==> config.mk <==
export PLATFORM = sky130hd
export DESIGN_NAME = adc_conversion_sequencer
export DESIGN_NICKNAME = d
export VERILOG_FILES = /design/src/hdl/adc_seq_pkg.sv /design/src/hdl/adc_conversion_sequencer.sv
export SDC_FILE = /design/constraint.sdc
export NUM_CORES = 1
export LEC_CHECK = 0
export ABC_AREA = 1
export ABC_CLOCK_PERIOD_IN_PS = 4100
export BUFFER_PORTS_ARGS = -buffer_cell sky130_fd_sc_hd__buf_4
export CAP_MARGIN = 20
export CORE_ASPECT_RATIO = 2
export CORE_UTILIZATION = 30
export DETAILED_ROUTE_END_ITERATION = 10
export PLACE_DENSITY_LB_ADDON = 0.25
export SLEW_MARGIN = 20
export SYNTH_ARGS = -nofsm -noshare
export SYNTH_HDL_FRONTEND = slang
export SYNTH_SLANG_ARGS = --single-unit
==> constraint.sdc <==
create_clock -name pclk -period 4.1 [get_ports pclk]
set_input_delay 0.82 -clock pclk [delete_from_list [all_inputs] [get_ports pclk]]
set_output_delay 0.82 -clock pclk [all_outputs]
set_load 0.02 [all_outputs]
==> src/hdl/adc_seq_pkg.sv <==
// Constants, types and register map of the conversion sequencer
// Contract
// RL1: Prescaler counts while enable set, held in reset while enable low.
// RL2: Prescaler divides any processor clock above 100 kHz by selected ratio.
// RL3: Software keeps converter clock within 50 to 200 kHz for full resolution.
// RL4: Conversion starts on next converter clock rising edge after start write.
// RL5: Normal conversions take exactly 13 converter clock cycles.
// RL6: First conversion after enabling takes 25 converter clock cycles.
// RL7: Sample-and-hold at 1.5 cycles normal, 13.5 cycles first conversion.
// RL8: Completion writes result, sets done flag, clears start in single mode.
// RL9: Free-running restarts immediately after completion, start bit stays high.
// RL10: Selection buffered; working copy tracks until start, then locked.
// RL11: Tracking resumes in last converter cycle before completion.
// RL12: Software waits one converter cycle after start before changing selection.
// RL13: Software changes selection only in the three safe windows.
// RL14: Free-run change after completion affects only later conversions.
// RL15: Sleep entry in qualifying state starts a conversion once halted.
// RL16: Sleep-started conversion still raises completion request after early wake.
// RL17: Other sleep modes never disable the converter automatically.
// RL18: Over-reference input saturates at maximum code, never wraps.
// RL19: Software discards first result after reference switch.
// RL20: Start bit reads one during conversion, zero after; writing zero ignored.
// RL21: Done flag cleared by vector taken or by writing one.
// RL22: Low byte read blocks result updates until high byte read.
// RL23: Prescale select is three bits of power-of-two division.
// RL24: Clearing enable aborts conversion; next conversion is extended again.
package adc_seq_pkg;
   localparam logic [11:0] ctrl_status_offset = 12'h000;
   localparam logic [11:0] select_offset = 12'h004;
   localparam logic [11:0] result_low_offset = 12'h008;
   localparam logic [11:0] result_high_offset = 12'h00C;
   localparam logic [11:0] sleep_ctrl_offset = 12'h010;
   localparam int enable_pos = 7;
   localparam int start_pos = 6;
   localparam int free_run_pos = 5;
   localparam int done_pos = 4;
   localparam int irq_en_pos = 3;
   localparam int high_speed_pos = 8;
   localparam logic [7:0] ctrl_reset = 8'h00;
   localparam logic [7:0] select_reset = 8'h00;
   localparam logic [9:0] max_code = 10'h3FF;
   localparam logic [4:0] normal_cycles = 5'd13;
   localparam logic [4:0] first_cycles = 5'd25;
   localparam logic [4:0] normal_sample_cycle = 5'd1;
   localparam logic [4:0] first_sample_cycle = 5'd13;
   localparam logic [1:0] sleep_idle = 2'd1;
   localparam logic [1:0] sleep_noise = 2'd2;
   typedef enum logic [1:0] {st_idle, st_convert} conv_state_t;
   typedef struct packed {
      logic [1:0] reference_bits;
      logic [3:0] channel_bits;
   } selection_t;
endpackage : adc_seq_pkg

==> src/hdl/adc_conversion_sequencer.sv <==
// Conversion sequencer with APB register slave
//
// The register addresses and the APB slave port are this design's own decisions.
`timescale 1ns/1ps
module adc_conversion_sequencer (
   input wire logic pclk,
   input wire logic presetn,
   input wire logic psel,
   input wire logic penable,
   input wire logic pwrite,
   input wire logic [11:0] paddr,
   input wire logic [31:0] pwdata,
   output logic [31:0] prdata,
   output logic pready,
   output logic pslverr,
   input wire logic [9:0] core_result,
   input wire logic core_over_ref,
   input wire logic cpu_halted,
   input wire logic [1:0] sleep_mode,
   input wire logic vector_taken,
   output logic [5:0] working_select,
   output logic core_enable,
   output logic sample_hold,
   output logic conv_running,
   output logic converter_clk_tick,
   output logic conversion_irq
);
   // ****************************************
   // Register state
   // ****************************************
   logic converter_enable;
   logic start_conversion;
   logic free_run_select;
   logic conversion_done_flag;
   logic conversion_done_irq_en;
   logic high_speed_conv_mode;
   logic [2:0] prescale_select;
   logic left_adjust;
   adc_seq_pkg::selection_t temp_select;
   logic [9:0] result;
   logic result_locked;
   logic [6:0] prescale_count;
   logic tick;
   logic half_tick;
   adc_seq_pkg::conv_state_t state;
   logic [4:0] cycle;
   logic first_pending;
   logic extended;
   logic sleep_armed;
   logic irq_pending;
   logic [15:0] result_view;

   wire access = psel && penable;
   wire wr = access && pwrite;
   wire rd = access && !pwrite;
   wire [4:0] last_cycle = extended ? adc_seq_pkg::first_cycles : adc_seq_pkg::normal_cycles;
   wire [4:0] sample_cycle = extended ? adc_seq_pkg::first_sample_cycle :
      adc_seq_pkg::normal_sample_cycle;
   wire completing = (state == adc_seq_pkg::st_convert) && tick && (cycle == last_cycle - 5'd1);
   wire sleep_start = converter_enable && !start_conversion && !free_run_select &&
      conversion_done_irq_en && cpu_halted && sleep_armed &&
      (sleep_mode == adc_seq_pkg::sleep_idle || sleep_mode == adc_seq_pkg::sleep_noise);

   function automatic logic hit(input logic [11:0] a, input logic [11:0] off);
      hit = (a == off);
   endfunction : hit

   function automatic logic mapped(input logic [11:0] a);
      mapped = hit(a, adc_seq_pkg::ctrl_status_offset) || hit(a, adc_seq_pkg::select_offset) ||
         hit(a, adc_seq_pkg::result_low_offset) || hit(a, adc_seq_pkg::result_high_offset);
   endfunction : mapped

   wire ctrl_write = wr && hit(paddr, adc_seq_pkg::ctrl_status_offset);
   wire next_enable = ctrl_write ? pwdata[adc_seq_pkg::enable_pos] : converter_enable;

   // ****************************************
   // Prescaler
   // ****************************************
   always_ff @(posedge pclk or negedge presetn) begin
      if (!presetn) begin
         prescale_count <= 7'h00;
      end else if (!converter_enable) begin
         prescale_count <= 7'h00; // see RL1
      end else begin
         prescale_count <= prescale_count + 7'h01; // see RL1
      end
   end

   // Tick is the converter clock rising edge, division 2 to 128
   always_comb begin
      case (prescale_select) // see RL23
         3'd0, 3'd1: tick = converter_enable && (prescale_count[0] == 1'b1); // see RL2
         3'd2: tick = converter_enable && (prescale_count[1:0] == 2'b11);
         3'd3: tick = converter_enable && (prescale_count[2:0] == 3'b111);
         3'd4: tick = converter_enable && (prescale_count[3:0] == 4'hF);
         3'd5: tick = converter_enable && (prescale_count[4:0] == 5'h1F);
         3'd6: tick = converter_enable && (prescale_count[5:0] == 6'h3F);
         default: tick = converter_enable && (prescale_count == 7'h7F);
      endcase
   end

   // Half tick is the converter clock falling edge
   always_comb begin
      case (prescale_select)
         3'd0, 3'd1: half_tick = converter_enable && (prescale_count[0] == 1'b0);
         3'd2: half_tick = converter_enable && (prescale_count[1:0] == 2'b01);
         3'd3: half_tick = converter_enable && (prescale_count[2:0] == 3'b011);
         3'd4: half_tick = converter_enable && (prescale_count[3:0] == 4'h7);
         3'd5: half_tick = converter_enable && (prescale_count[4:0] == 5'h0F);
         3'd6: half_tick = converter_enable && (prescale_count[5:0] == 6'h1F);
         default: half_tick = converter_enable && (prescale_count == 7'h3F);
      endcase
   end

   // ****************************************
   // Sequencer
   // ****************************************
   always_ff @(posedge pclk or negedge presetn) begin
      if (!presetn) begin
         state <= adc_seq_pkg::st_idle;
         cycle <= 5'h00;
         extended <= 1'b0;
      end else if (!converter_enable) begin
         state <= adc_seq_pkg::st_idle; // see RL24
         cycle <= 5'h00;
      end else begin
         case (state)
            adc_seq_pkg::st_idle: begin
               if (start_conversion && tick) begin
                  state <= adc_seq_pkg::st_convert; // see RL4
                  cycle <= 5'h00;
                  extended <= first_pending; // see RL6
               end
            end
            adc_seq_pkg::st_convert: begin
               if (completing) begin
                  cycle <= 5'h00;
                  extended <= 1'b0; // see RL5
                  if (!free_run_select) begin
                     state <= adc_seq_pkg::st_idle;
                  end // else restart at once, see RL9
               end else if (tick) begin
                  cycle <= cycle + 5'd1;
               end
            end
            default: state <= adc_seq_pkg::st_idle;
         endcase
      end
   end

   // First conversion marker, rearmed by disable
   always_ff @(posedge pclk or negedge presetn) begin
      if (!presetn) begin
         first_pending <= 1'b1;
      end else if (!converter_enable) begin
         first_pending <= 1'b1; // see RL24
      end else if (state == adc_seq_pkg::st_idle && start_conversion && tick) begin
         first_pending <= 1'b0;
      end
   end

   // Working selection tracks except while locked
   always_ff @(posedge pclk or negedge presetn) begin
      if (!presetn) begin
         working_select <= adc_seq_pkg::select_reset[5:0];
      end else if (state == adc_seq_pkg::st_idle && !(start_conversion && tick)) begin
         working_select <= temp_select; // see RL10
      end else if (state == adc_seq_pkg::st_convert && cycle == last_cycle - 5'd1) begin
         working_select <= temp_select; // see RL11, see RL14
      end
   end

   // Sample instant half a cycle after the counted edge
   always_ff @(posedge pclk or negedge presetn) begin
      if (!presetn) begin
         sample_hold <= 1'b0;
      end else begin
         sample_hold <= (state == adc_seq_pkg::st_convert) && half_tick &&
            (cycle == sample_cycle); // see RL7
      end
   end

   // ****************************************
   // Control and status register
   // ****************************************
   always_ff @(posedge pclk or negedge presetn) begin
      if (!presetn) begin
         converter_enable <= 1'b0;
      end else begin
         converter_enable <= next_enable; // see RL17
      end
   end

   always_ff @(posedge pclk or negedge presetn) begin
      if (!presetn) begin
         free_run_select <= 1'b0;
         conversion_done_irq_en <= 1'b0;
         prescale_select <= 3'h0;
         high_speed_conv_mode <= 1'b0;
      end else if (ctrl_write) begin
         free_run_select <= pwdata[adc_seq_pkg::free_run_pos];
         conversion_done_irq_en <= pwdata[adc_seq_pkg::irq_en_pos];
         prescale_select <= pwdata[2:0];
         high_speed_conv_mode <= pwdata[adc_seq_pkg::high_speed_pos];
      end
   end

   always_ff @(posedge pclk or negedge presetn) begin
      if (!presetn) begin
         start_conversion <= 1'b0;
      end else if (!next_enable) begin
         start_conversion <= 1'b0; // see RL24
      end else if (completing && !free_run_select) begin
         start_conversion <= 1'b0; // see RL8
      end else if (ctrl_write && pwdata[adc_seq_pkg::start_pos]) begin
         start_conversion <= 1'b1; // see RL20
      end else if (sleep_start) begin
         start_conversion <= 1'b1; // see RL15
      end
   end

   // Halt edge detector for sleep start
   always_ff @(posedge pclk or negedge presetn) begin
      if (!presetn) begin
         sleep_armed <= 1'b0;
      end else begin
         sleep_armed <= !cpu_halted;
      end
   end

   always_ff @(posedge pclk or negedge presetn) begin
      if (!presetn) begin
         conversion_done_flag <= 1'b0;
      end else if (completing) begin
         conversion_done_flag <= 1'b1; // see RL8
      end else if (vector_taken || (wr && hit(paddr, adc_seq_pkg::ctrl_status_offset) &&
                   pwdata[adc_seq_pkg::done_pos])) begin
         conversion_done_flag <= 1'b0; // see RL21
      end
   end

   always_ff @(posedge pclk or negedge presetn) begin
      if (!presetn) begin
         irq_pending <= 1'b0;
      end else begin
         irq_pending <= conversion_done_flag && conversion_done_irq_en; // see RL16
      end
   end

   // ****************************************
   // Selection and result registers
   // ****************************************
   always_ff @(posedge pclk or negedge presetn) begin
      if (!presetn) begin
         temp_select <= adc_seq_pkg::select_reset[5:0];
         left_adjust <= 1'b0;
      end else if (wr && hit(paddr, adc_seq_pkg::select_offset)) begin
         temp_select <= {pwdata[7:6], pwdata[3:0]}; // see RL14
         left_adjust <= pwdata[5];
      end
   end

   always_ff @(posedge pclk or negedge presetn) begin
      if (!presetn) begin
         result_locked <= 1'b0;
      end else if (rd && hit(paddr, adc_seq_pkg::result_high_offset)) begin
         result_locked <= 1'b0;
      end else if (rd && hit(paddr, adc_seq_pkg::result_low_offset)) begin
         result_locked <= 1'b1; // see RL22
      end
   end

   always_ff @(posedge pclk or negedge presetn) begin
      if (!presetn) begin
         result <= 10'h000;
      end else if (completing && !result_locked) begin
         result <= core_over_ref ? adc_seq_pkg::max_code : core_result; // see RL18
      end
   end

   always_comb begin
      result_view = left_adjust ? {result, 6'h00} : {6'h00, result};
   end

   // ****************************************
   // APB slave
   // ****************************************
   always_ff @(posedge pclk or negedge presetn) begin
      if (!presetn) begin
         prdata <= 32'h0000_0000;
         pslverr <= 1'b0;
         pready <= 1'b0;
      end else begin
         pready <= psel && !penable;
         pslverr <= psel && !penable && !mapped(paddr);
         prdata <= 32'h0000_0000;
         if (psel && !penable && !pwrite) begin
            case (paddr)
               adc_seq_pkg::ctrl_status_offset: prdata <= {23'h0, high_speed_conv_mode,
                  converter_enable, start_conversion, free_run_select, conversion_done_flag,
                  conversion_done_irq_en, prescale_select};
               adc_seq_pkg::select_offset: prdata <= {24'h00_0000, temp_select.reference_bits,
                  left_adjust, 1'b0, temp_select.channel_bits};
               adc_seq_pkg::result_low_offset: prdata <= {24'h00_0000, result_view[7:0]};
               adc_seq_pkg::result_high_offset: prdata <= {24'h00_0000, result_view[15:8]};
               default: prdata <= 32'h0000_0000;
            endcase
         end
      end
   end

   // ****************************************
   // Core outputs
   // ****************************************
   always_ff @(posedge pclk or negedge presetn) begin
      if (!presetn) begin
         core_enable <= 1'b0;
      end else begin
         core_enable <= converter_enable;
      end
   end

   always_ff @(posedge pclk or negedge presetn) begin
      if (!presetn) begin
         conv_running <= 1'b0;
      end else begin
         conv_running <= (state == adc_seq_pkg::st_convert);
      end
   end

   always_ff @(posedge pclk or negedge presetn) begin
      if (!presetn) begin
         converter_clk_tick <= 1'b0;
      end else begin
         converter_clk_tick <= tick;
      end
   end

   always_ff @(posedge pclk or negedge presetn) begin
      if (!presetn) begin
         conversion_irq <= 1'b0;
      end else begin
         conversion_irq <= irq_pending;
      end
   end
endmodule : adc_conversion_sequencer

==> flow_metrics.py, run 1 <==
metrics = {
    "critical_path": {
        "cp_max_fo": 20,
        "critPathSlowestCell": "dfrtp_1",
        "crit_family": "simple AND/OR/NAND/NOR gates",
        "cp_num_cells": 13,
        "r2r_slack_ns": 1.61,
        "cp-start-kind": "flip-flop",
        "critical_path.endpoint": "result[5]",
        "worstPathArrival_ns": 2.70,
        "endpoint_kind": "flip-flop",
        "cpPeakStageDelay_ns": 0.45,
        "path_buf_inv": 1,
        "critPathKind": "reg -> reg",
        "r2r_end": "result[5]",
        "cp-startpoint": "prescale_count[0]",
        "worstPathCellList": "ha_1 -> nand3_2 -> inv_1 -> ha_1 -> nand4_1 -> nand3_2 -> nor2_2 -> nand2_4 -> nand3_4 -> nor2_4 -> nand2_2 -> nand2_2 -> o21ai_2",
        "reg2regPathDepth": 13,
        "worst_ep_required_time_ns": 4.31,
        "timing.rr.start": "prescale_count[0]",
    },
    "grt": {
        "grt_usage": 0.151,
        "antenna_found_initial": 0,
        "grt_first_pass_wirelength_um": 13900,
        "grt_start_max_net_pins": 67,
        "grt-ovfl-total": 0,
        "grt_pass1_vias": 2889,
    },
    "logic_synthesis": {
        "synth_xor_area_frac": 0.00977,
        "postSynthAreaPerCell_um2": 8.81,
        "synth_top_cell_by_area": "dfrtp_1",
        "synth_edf_count": 0,
        "yosysSeqAreaShare": 0.461,
        "ys_seq_elements": 66,
        "yosysWarnings": 0,
        "muxShareOfSynthArea": 0,
        "synth_top_area_frac": 0.454,
        "yosys_most_used_dff": "dfrtp_1",
        "yosys.cell_types.count": 39,
        "netlist_instances": 407,
        "synth-async-reset-ratio": 1.00,
        "synth_commonest_cells": "nand2_1, dfrtp_1, nor2_1",
        "yosysMostFrequentCell": "nand2_1",
        "synth_top_family_by_area": "simple AND/OR/NAND/NOR gates",
        "synthTopCellsByArea": "dfrtp_1, nand2_1, buf_4, nor2_1, inv_1",
        "synth-simple-area-share": 0.276,
        "syn_area_mm2": 0.00359,
        "synth-adder-area-share": 0.0314,
        "synth_compound_area_frac": 0.110,
    },
    "route": {
        "viasPerCell": 4.61,
        "drt_iter0_drc": 114,
        "wl_met3_um": 321,
        "wl_met2_um": 4910,
        "ant_nets": 0,
        "wl_per_cell_um": 13.6,
        "top_layer": "met4",
        "vias": 2846,
        "wl_um": 8390,
        "dr.pass1.iters": 5,
        "drc": 0,
        "met1_length_um": 3050,
    },
    "power": {
        "p_leak_uw": 0.00212,
        "power_density_mw_per_mm2": 385,
        "max-vdd-ir-drop_mv": 0.209,
        "total_power_uw": 1680,
    },
    "floorplanning": {
        "rows": 56,
        "chipHeight_um": 157,
        "die_w_um": 79.3,
        "start_util": 0.306,
        "core-area_mm2": 0.0117,
        "io_pins": 109,
        "fp.dieArea_mm2": 0.0124,
    },
    "cts": {
        "cts.clk_slew.worst_paths_ns": 0.06,
        "cts_tree": "done",
        "htree_num_levels": 3,
        "post_cts.repair.setup_buffers": 0,
        "clockBufferDepth": 2,
        "cts_root_buf": "clkbuf_16",
        "cts_inserted_buffers": 9,
        "cts_resized": 0,
        "cts_num_sinks": 66,
        "clk_latency_ns": 0.33,
        "ctsHoldBuffers": 0,
    },
    "sta": {
        "fin_tns_setup_ns": 0,
        "slew_headroom": 0.444,
        "grt_setup_unrepaired": "false",
        "worst_pin_slew_ns": 0.833,
        "maxSlewViolCount": 0,
        "setup_viol_count_final": 0,
        "fmax_ghz": 0.401,
        "fin_crit_sh": 0.608,
        "fin_skew_ns": 0.00749,
        "final-hold-violation-count": 0,
        "layout_min_cycle_time_ns": 2.49,
    },
    "place": {
        "portBuffers": 62,
        "dpl.hpwl_um": 6530,
        "gp_routability_congestion": 0.826,
    },
    "hold_path": {
        "hold_path_class": "reg -> reg",
    },
    "cells_and_area": {
        "fillers": 1217,
        "nets": 541,
        "antenna_cells": 0,
        "drive_gt1_frac": 0.281,
        "area_growth_pct": 21.8,
    },
    "run": {
        "maxCapViolations": 0,
    },
    "outcome": {
        "status": "complete, no violations",
    },
}
-- area by class of cell --
cell class / instances / area [um^2] / area share
sequential: 66 / 1650 / 0.379
multi-input combinational: 290 / 1620 / 0.370
timing repair buffer: 62 / 465 / 0.107
clock buffer: 11 / 243 / 0.0556
tap: 145 / 181 / 0.0415
inverter: 39 / 146 / 0.0335
clock inverter: 5 / 61.3 / 0.0140
-- per-stage QoR --
stage | util | std cells | hold WS, ns | instance area [um^2] | setup slack, ns
after floorplan | - | 429 | 0.331 | 3670 | 2.19
after global placement | 0.347 | 602 | 0.332 | 4060 | 1.56
after detailed placement | 0.347 | 602 | 0.337 | 4060 | 1.52
after CTS | 0.373 | 618 | 0.350 | 4370 | 1.58
after global routing | 0.373 | 618 | 0.369 | 4370 | 1.39
final | 0.373 | 618 | 0.347 | 4370 | 1.61
-- cells in the final DEF (no fill, tap or decap), types with 3 or more instances in the layout --
master     netlist  layout
a21oi_1         15      15
nor2_1          37      37
nor3_1           7       7
conb_1           1      23
o211ai_1         6       6
inv_1           35      35
nand2_1         66      66
ha_1             9       9
nor2_4           3       3
nand2_4          3       3
inv_2            4       4
dfrtp_1         65      65
o21ai_0         19      19
nor2_2           6       6
o21ai_1          5       5
nand4_1         16      16
clkbuf_16        0       9
nand2_2         17      17
buf_4           24      62
nand3_1         26      26
o21ai_2         11      11
xor2_1           4       4
-- layer usage --
metal	up-vias	global-route usage
met4	0	0.0693
met3	6	0.0321
li1	1414	-
met1	1341	0.157
met5	-	0
met2	85	0.280
-- where the power goes --
group          leakage [uW]  total [uW]  switching, uW  internal [uW]
clock network      0.000151         779            288            491
logic               0.00123         187            117           69.1
registers          0.000736         716           30.6            686
total               0.00212        1680            436           1250
-- sequential cells by signal, summed over array words and instances (netlist names), 3 cells and up --
| signal | cells |
|---|---|
| prescale_select | 3 |
| prescale_count | 7 |
| working_select | 6 |
| prdata | 9 |
| result | 10 |
| temp_select | 6 |
| cycle | 5 |
-- worst min-delay path by stage --
| stage | cells past startpoint | slack (ns) | to | start |
|---|---|---|---|---|
| global route | 0 | 0.37 | conversion_irq | irq_pending |
| CTS | 0 | 0.35 | conversion_irq | irq_pending |
| finish | 0 | 0.35 | conversion_irq | irq_pending |
| global placement | 0 | 0.33 | conversion_irq | irq_pending |
| floorplan | 0 | 0.33 | conversion_irq | irq_pending |
| detailed placement | 0 | 0.34 | conversion_irq | irq_pending |
-- kinds of logic after synthesis --
kind of cell	Yosys count
other	1
AO/OA/AOI/OAI	63
buffers and inverters	73
flip-flops	66
adder cells (fa/ha/maj)	9
AND/OR/NAND/NOR	191
XOR/XNOR	4
-- worst reg2reg max path, stage by stage, from the launching register on --
cell,delay [ns]
dfrtp_1,0.45
ha_1,0.31
nand3_2,0.17
inv_1,0.11
ha_1,0.18
nand4_1,0.11
nand3_2,0.09
nor2_2,0.05
nand2_4,0.08
nand3_4,0.08
nor2_4,0.17
nand2_2,0.35
nand2_2,0.18
o21ai_2,0.06
Power figures use the tool's default switching activity.
==> inputs of run 2 (changes only) <==
- ABC_CLOCK_PERIOD_IN_PS: 4100 -> 2500
- clock period: 4.1 -> 2.5 ns (I/O delays scaled with it)
==> run 2 against run 1 <==
First-iteration DRC count increased by 8.8%. Clock skew fell by 0.0046 ns. Total power is 77% higher. Critical path depth rose by 1. Highest routed layer unchanged. Largest power group unchanged. Largest cell class unchanged. Via count increased by 1.8%.
==> flow_metrics.py, run 2 (same netlist as run 1, synthesis figures left out) <==
metrics = {
    "cts": {
        "cts.clk_slew.worst_paths_ns": 0.06,
        "cts_resized": 0,
        "post_cts.repair.setup_buffers": 0,
        "clockBufferDepth": 2,
        "clk_latency_ns": 0.33,
        "cts_tree": "done",
        "htree_num_levels": 3,
        "cts_root_buf": "clkbuf_16",
        "cts_num_sinks": 66,
        "ctsHoldBuffers": 0,
        "cts_inserted_buffers": 9,
    },
    "floorplanning": {
        "chipHeight_um": 157,
        "die_w_um": 79.3,
        "io_pins": 109,
        "start_util": 0.306,
        "rows": 56,
        "fp.dieArea_mm2": 0.0124,
        "core-area_mm2": 0.0117,
    },
    "route": {
        "dr.pass1.iters": 4,
        "viasPerCell": 4.64,
        "vias": 2896,
        "ant_nets": 0,
        "drc": 0,
        "wl_um": 8580,
        "wl_per_cell_um": 13.8,
        "drt_iter0_drc": 124,
    },
    "critical_path": {
        "crit_family": "simple AND/OR/NAND/NOR gates",
        "path_buf_inv": 2,
        "cp_num_cells": 14,
        "critPathSlowestCell": "dfrtp_1",
        "worstPathCellList": "ha_1 -> nand3_2 -> inv_1 -> ha_1 -> nand4_1 -> nand3_2 -> nor2_2 -> nand2_4 -> nand3_4 -> nor2_4 -> nand2_2 -> buf_12 -> nand2_2 -> o21ai_2",
        "critPathKind": "reg -> reg",
        "worst_ep_required_time_ns": 2.72,
        "cp-start-kind": "flip-flop",
        "reg2regPathDepth": 14,
        "cp_max_fo": 20,
        "worstPathArrival_ns": 2.29,
        "cpPeakStageDelay_ns": 0.37,
        "endpoint_kind": "flip-flop",
    },
    "grt": {
        "grt_first_pass_wirelength_um": 13900,
        "grt_start_max_net_pins": 67,
        "antenna_found_initial": 0,
        "grt-ovfl-total": 0,
        "grt_usage": 0.150,
        "grt_pass1_vias": 2811,
    },
    "place": {
        "gp_routability_congestion": 0.812,
        "dpl.hpwl_um": 6660,
        "portBuffers": 62,
    },
    "sta": {
        "grt_setup_unrepaired": "false",
        "maxSlewViolCount": 0,
        "fin_skew_ns": 0.00292,
        "layout_min_cycle_time_ns": 2.06,
        "fin_crit_sh": 0.826,
        "worst_pin_slew_ns": 0.841,
        "setup_viol_count_final": 0,
        "fmax_ghz": 0.484,
        "slew_headroom": 0.439,
        "fin_tns_setup_ns": 0,
        "final-hold-violation-count": 0,
    },
    "cells_and_area": {
        "layout_commonest_cell": "buf_4",
        "area_growth_pct": 24.7,
        "nets": 547,
        "mostFrequentLayoutCells": "buf_4, nand2_1, dfrtp_1",
        "largest_register_ffs": 10,
        "fillers": 1184,
        "regMostFlops": "result",
        "regArea_mm2": 0.00165,
        "reg_top3": "result: 10 flops, prdata: 9 flops, prescale_count: 7 flops",
        "antenna_cells": 0,
        "multi_input_area_mm2": 0.00162,
        "drive_gt1_frac": 0.292,
    },
    "outcome": {
        "status": "complete, no violations",
    },
    "power": {
        "p_clk_frac": 0.497,
        "p_int_uw": 2230,
        "p_seq_frac": 0.395,
        "power_density_mw_per_mm2": 665,
        "switchingPower_uw": 742,
        "switching_share": 0.250,
        "max-vdd-ir-drop_mv": 0.364,
        "total_power_uw": 2970,
        "combPwrFrac": 0.108,
        "p_leak_uw": 0.00217,
    },
    "run": {
        "maxCapViolations": 0,
    },
    "hold_path": {
        "hold_path_class": "in -> async",
    },
}
==> run 2: cell types whose count changed in the layout (fill, tap and decap cells not counted) <==
| cell | delta |
|---|---|
| clkinv_2 | -1 |
| clkbuf_1 | -1 |
| clkinv_4 | +1 |
| clkbuf_8 | -1 |
| buf_12 | +1 |
| buf_4 | +5 |
| bufinv_16 | +2 |
==> run 2: routing by layer <==
| metal | vias up | GRT usage | routed length, um |
|---|---|---|---|
| li1 | 1431 | - | - |
| met1 | 1355 | 0.153 | 3100 |
| met2 | 90 | 0.280 | 4910 |
| met3 | 20 | 0.0274 | 294 |
| met4 | 0 | 0.0788 | 270 |
| met5 | - | 0 | 0 |
==> run 2: cell type report <==
class                   instances  area share
flip-flops and latches         66       0.370
inverters                      39      0.0327
clock buffers                   9      0.0504
repair buffers                 68       0.117
well taps                     145      0.0406
multi-input cells             290       0.362
clock inverters                 7      0.0280
==> run 2: worst paths after layout <==
path | to | startpoint | slack [ns]
min in group pclk | sleep_armed | cpu_halted | 0.34
worst max-delay path | result[2] | prescale_count[1] | 0.44
max in group asynchronous | core_enable | presetn | 1.68
worst min register to register | conversion_irq | irq_pending | 0.35
worst max register to register | result[2] | prescale_count[1] | 0.44
worst min-delay path | result[5] | presetn | 0.27
==> run 2: power groups by stage <==
stage	Sequential (uW)	Combinational (uW)	Clock (uW)
floorplan	1180	222	0
global placement	1190	319	0
detailed placement	1200	326	0
CTS	1180	327	1510
global route	1180	373	1550
finish	1170	321	1480
==> run 2: stage by stage <==
stage	instance area, um^2	hold slack (ns)	setup WS [ns]	cells	util
final	4470	0.274	0.436	624	0.382
after global routing	4470	0.331	0.256	624	0.382
after CTS	4470	0.306	0.436	624	0.382
after detailed placement	4120	0.341	0.453	608	0.352
after global placement	4120	0.333	0.495	608	0.352
after floorplan	3670	0.204	0.589	429	-
==> run 2: worst register-to-register path, stage by stage (launching register included) <==
cell     delay (ns)
dfrtp_1        0.37
ha_1           0.20
nand3_2        0.15
inv_1          0.12
ha_1           0.18
nand4_1        0.11
nand3_2        0.08
nor2_2         0.05
nand2_4        0.08
nand3_4        0.08
nor2_4         0.17
nand2_2        0.08
buf_12         0.17
nand2_2        0.08
o21ai_2        0.05
==> inputs of run 3 (changes only) <==
- ABC_AREA: 1 -> 0
- ABC_CLOCK_PERIOD_IN_PS: 2500 -> 1730
- clock period: 2.5 -> 1.73 ns (I/O delays scaled with it)
==> run 3 against run 2 <==
The flow now finishes with violations (negative setup slack). Non-clock buffer count rose by 51. Combinational power fell by 22%. Maximum frequency fell by 2.5%. Clock power rose by 31%. Die area fell by 0.21%. Sequential cell count did not move. Total power rose by 27%. Largest power group unchanged. Highest routed layer unchanged.
==> flow_metrics.py, run 3 <==
metrics = {
    "outcome": {
        "violations": "negative setup slack",
        "status": "finished with violations",
    },
    "logic_synthesis": {
        "syn_area_mm2": 0.00358,
        "ys_seq_elements": 66,
        "synthTopCellsByArea": "dfrtp_1, buf_4, nor2_1, mux2i_1, inv_1",
        "yosysSeqAreaShare": 0.462,
        "yosys_most_used_dff": "dfrtp_1",
        "synth-async-reset-ratio": 1.00,
        "postSynthAreaPerCell_um2": 9.49,
        "synth-simple-area-share": 0.180,
        "netlist_instances": 377,
        "synth_top_cell_by_area": "dfrtp_1",
        "synth-adder-area-share": 0.0315,
        "synth_commonest_cells": "dfrtp_1, nor2_1, inv_1",
        "yosys.cell_types.count": 56,
        "synth_edf_count": 0,
        "synth_top_family_by_area": "simple AND/OR/NAND/NOR gates",
        "yosysMostFrequentCell": "dfrtp_1",
        "synth_compound_area_frac": 0.150,
        "synth_top_area_frac": 0.455,
        "muxShareOfSynthArea": 0.0668,
        "yosysWarnings": 0,
        "synth_xor_area_frac": 0.00490,
    },
    "grt": {
        "antenna_found_initial": 0,
        "grt_start_max_net_pins": 32,
        "grt_usage": 0.172,
        "grt_first_pass_wirelength_um": 15600,
        "grt-ovfl-total": 0,
        "grt_pass1_vias": 3178,
    },
    "power": {
        "switchingPower_uw": 843,
        "combPwrFrac": 0.067,
        "switching_share": 0.224,
        "power_density_mw_per_mm2": 755,
        "p_leak_uw": 0.00244,
        "p_seq_frac": 0.418,
        "max-vdd-ir-drop_mv": 0.422,
        "p_clk_frac": 0.516,
        "total_power_uw": 3770,
        "p_int_uw": 2920,
    },
    "sta": {
        "maxSlewViolCount": 0,
        "setup_slack_ns": -0.386,
        "setup_viol_count_final": 27,
        "fmax_ghz": 0.473,
        "layout_min_cycle_time_ns": 2.12,
        "final-hold-violation-count": 0,
        "grt_setup_unrepaired": "true",
        "fin_skew_ns": 0.00786,
        "finalHoldWorstSlack_ns": 0.160,
        "fin_crit_sh": 1.22,
    },
    "floorplanning": {
        "start_util": 0.306,
        "rows": 56,
        "io_pins": 109,
        "fp.dieArea_mm2": 0.0124,
        "core-area_mm2": 0.0117,
        "chipHeight_um": 156,
        "die_w_um": 79.2,
    },
    "critical_path": {
        "cp_max_fo": 8,
        "worst_ep_required_time_ns": 1.95,
        "critPathSlowestCell": "dfrtp_1",
        "worstPathArrival_ns": 2.33,
        "cpPeakStageDelay_ns": 0.41,
        "r2r_end": "working_select[2]",
        "reg2regPathDepth": 11,
        "worstPathCellList": "ha_4 -> nand3_4 -> inv_4 -> ha_4 -> o211ai_1 -> nand4_1 -> o211ai_1 -> buf_4 -> buf_6 -> nor2_1 -> a311o_1",
        "endpoint_kind": "flip-flop",
        "path_buf_inv": 3,
        "r2r_slack_ns": -0.39,
        "critPathKind": "reg -> reg",
        "crit_family": "compound AO/OA/AOI/OAI gates",
        "cp-start-kind": "flip-flop",
        "timing.rr.start": "prescale_count[0]",
    },
    "cts": {
        "cts_inserted_buffers": 9,
        "cts_tree": "done",
        "clk_latency_ns": 0.34,
        "clockBufferDepth": 2,
        "cts_num_sinks": 66,
        "cts.clk_slew.worst_paths_ns": 0.05,
        "cts_root_buf": "clkbuf_16",
        "htree_num_levels": 3,
    },
    "cells_and_area": {
        "multi_input_area_mm2": 0.00175,
        "largest_register_ffs": 10,
        "drive_gt1_frac": 0.317,
        "reg_top3": "result: 10 flops, prdata: 9 flops, prescale_count: 7 flops",
        "nets": 560,
        "mostFrequentLayoutCells": "buf_4, dfrtp_1, nor2_1",
        "fin_cells": 637,
        "layout_commonest_cell": "buf_4",
        "regMostFlops": "result",
        "fillers": 1130,
        "area_growth_pct": 39.4,
        "regArea_mm2": 0.00165,
        "antenna_cells": 0,
    },
    "run": {
        "maxCapViolations": 0,
    },
    "hold_path": {
        "min_from": "cpu_halted",
        "hold_path_class": "in -> reg",
        "holdPathStages": 2,
        "worstHoldEndpoint": "sleep_armed",
    },
    "route": {
        "dr.pass1.iters": 4,
        "drc": 0,
        "wl_per_cell_um": 15.2,
        "drt_iter0_drc": 114,
        "vias": 3056,
        "wl_um": 9690,
        "ant_nets": 0,
        "viasPerCell": 4.80,
    },
    "place": {
        "portBuffers": 62,
        "dpl.hpwl_um": 7750,
        "dp.cells": 617,
        "gp_routability_congestion": 0.843,
    },
}
-- run 3: cell types whose count changed in the layout (fill, tap and decap cells not counted), moves of 15 or more --
cell / before / now
buf_4: 67 / 107
nand2_2: 17 / 0
nand4_1: 16 / 1
mux2i_1: 0 / 16
nand2_1: 66 / 30
-- run 3: what timing repair did --
action / in CTS / in global routing
hold buffers: 1 / 0
pin swaps: 8 / 5
setup buffers: 2 / 1
cloned: 0 / 0
hold endpoints to repair: 28 / 0
endpoints found under the setup margin: 28 / 36
gates resized for setup: 10 / 10
-- run 3: final cells by class --
type / instances / area share
Multi-Input combinational cell: 260 / 0.351
Tap cell: 145 / 0.0364
Sequential cell: 66 / 0.331
Inverter: 31 / 0.0238
Clock buffer: 11 / 0.0466
Timing Repair Buffer: 119 / 0.195
Clock inverter: 5 / 0.0158
-- run 3: worst max-delay path by stage --
stage | slack, ns | cells after the start | start | end
floorplan | -0.35 | 10 | prescale_count[0] | cycle[2]
global placement | -0.41 | 11 | prescale_count[1] | working_select[2]
detailed placement | -0.45 | 11 | prescale_count[1] | working_select[2]
CTS | -0.40 | 11 | prescale_count[0] | working_select[1]
global route | -0.52 | 11 | prescale_count[0] | working_select[0]
finish | -0.39 | 11 | prescale_count[0] | working_select[2]
-- run 3: logic make-up after synthesis --
group	after synthesis
other cells	1
buf+inv	73
simple gates	129
xor+xnor	2
compound gates	74
fa+ha+maj	9
mux	23
flops	66
-- run 3: per-layer routing --
metal	part of all wire	GRT usage	routed length, um	vias to the layer above
li1	-	-	-	1493
met1	0.33	0.153	3230	1451
met2	0.58	0.335	5670	89
met3	0.034	0.0344	333	23
met4	0.048	0.115	463	0
met5	0	0	0	-
-- run 3: metrics by stage --
step / setup TNS, ns / utilization / area (um^2) / setup WS (ns)
floorplan: -9.17 / - / 3750 / -0.354
global placement: -16.18 / 0.390 / 4570 / -0.414
detailed placement: -17.06 / 0.390 / 4570 / -0.451
CTS: -8.84 / 0.423 / 4950 / -0.399
global route: -12.09 / 0.426 / 4990 / -0.519
finish: -8.52 / 0.426 / 4990 / -0.386
-- run 3: power groups by stage --
stage	clock network (uW)	logic, uW	registers, uW
global placement	0	251	1600
finish	1940	251	1570
detailed placement	0	252	1600
global route	2040	277	1570
CTS	1970	254	1570
floorplan	0	144	1600
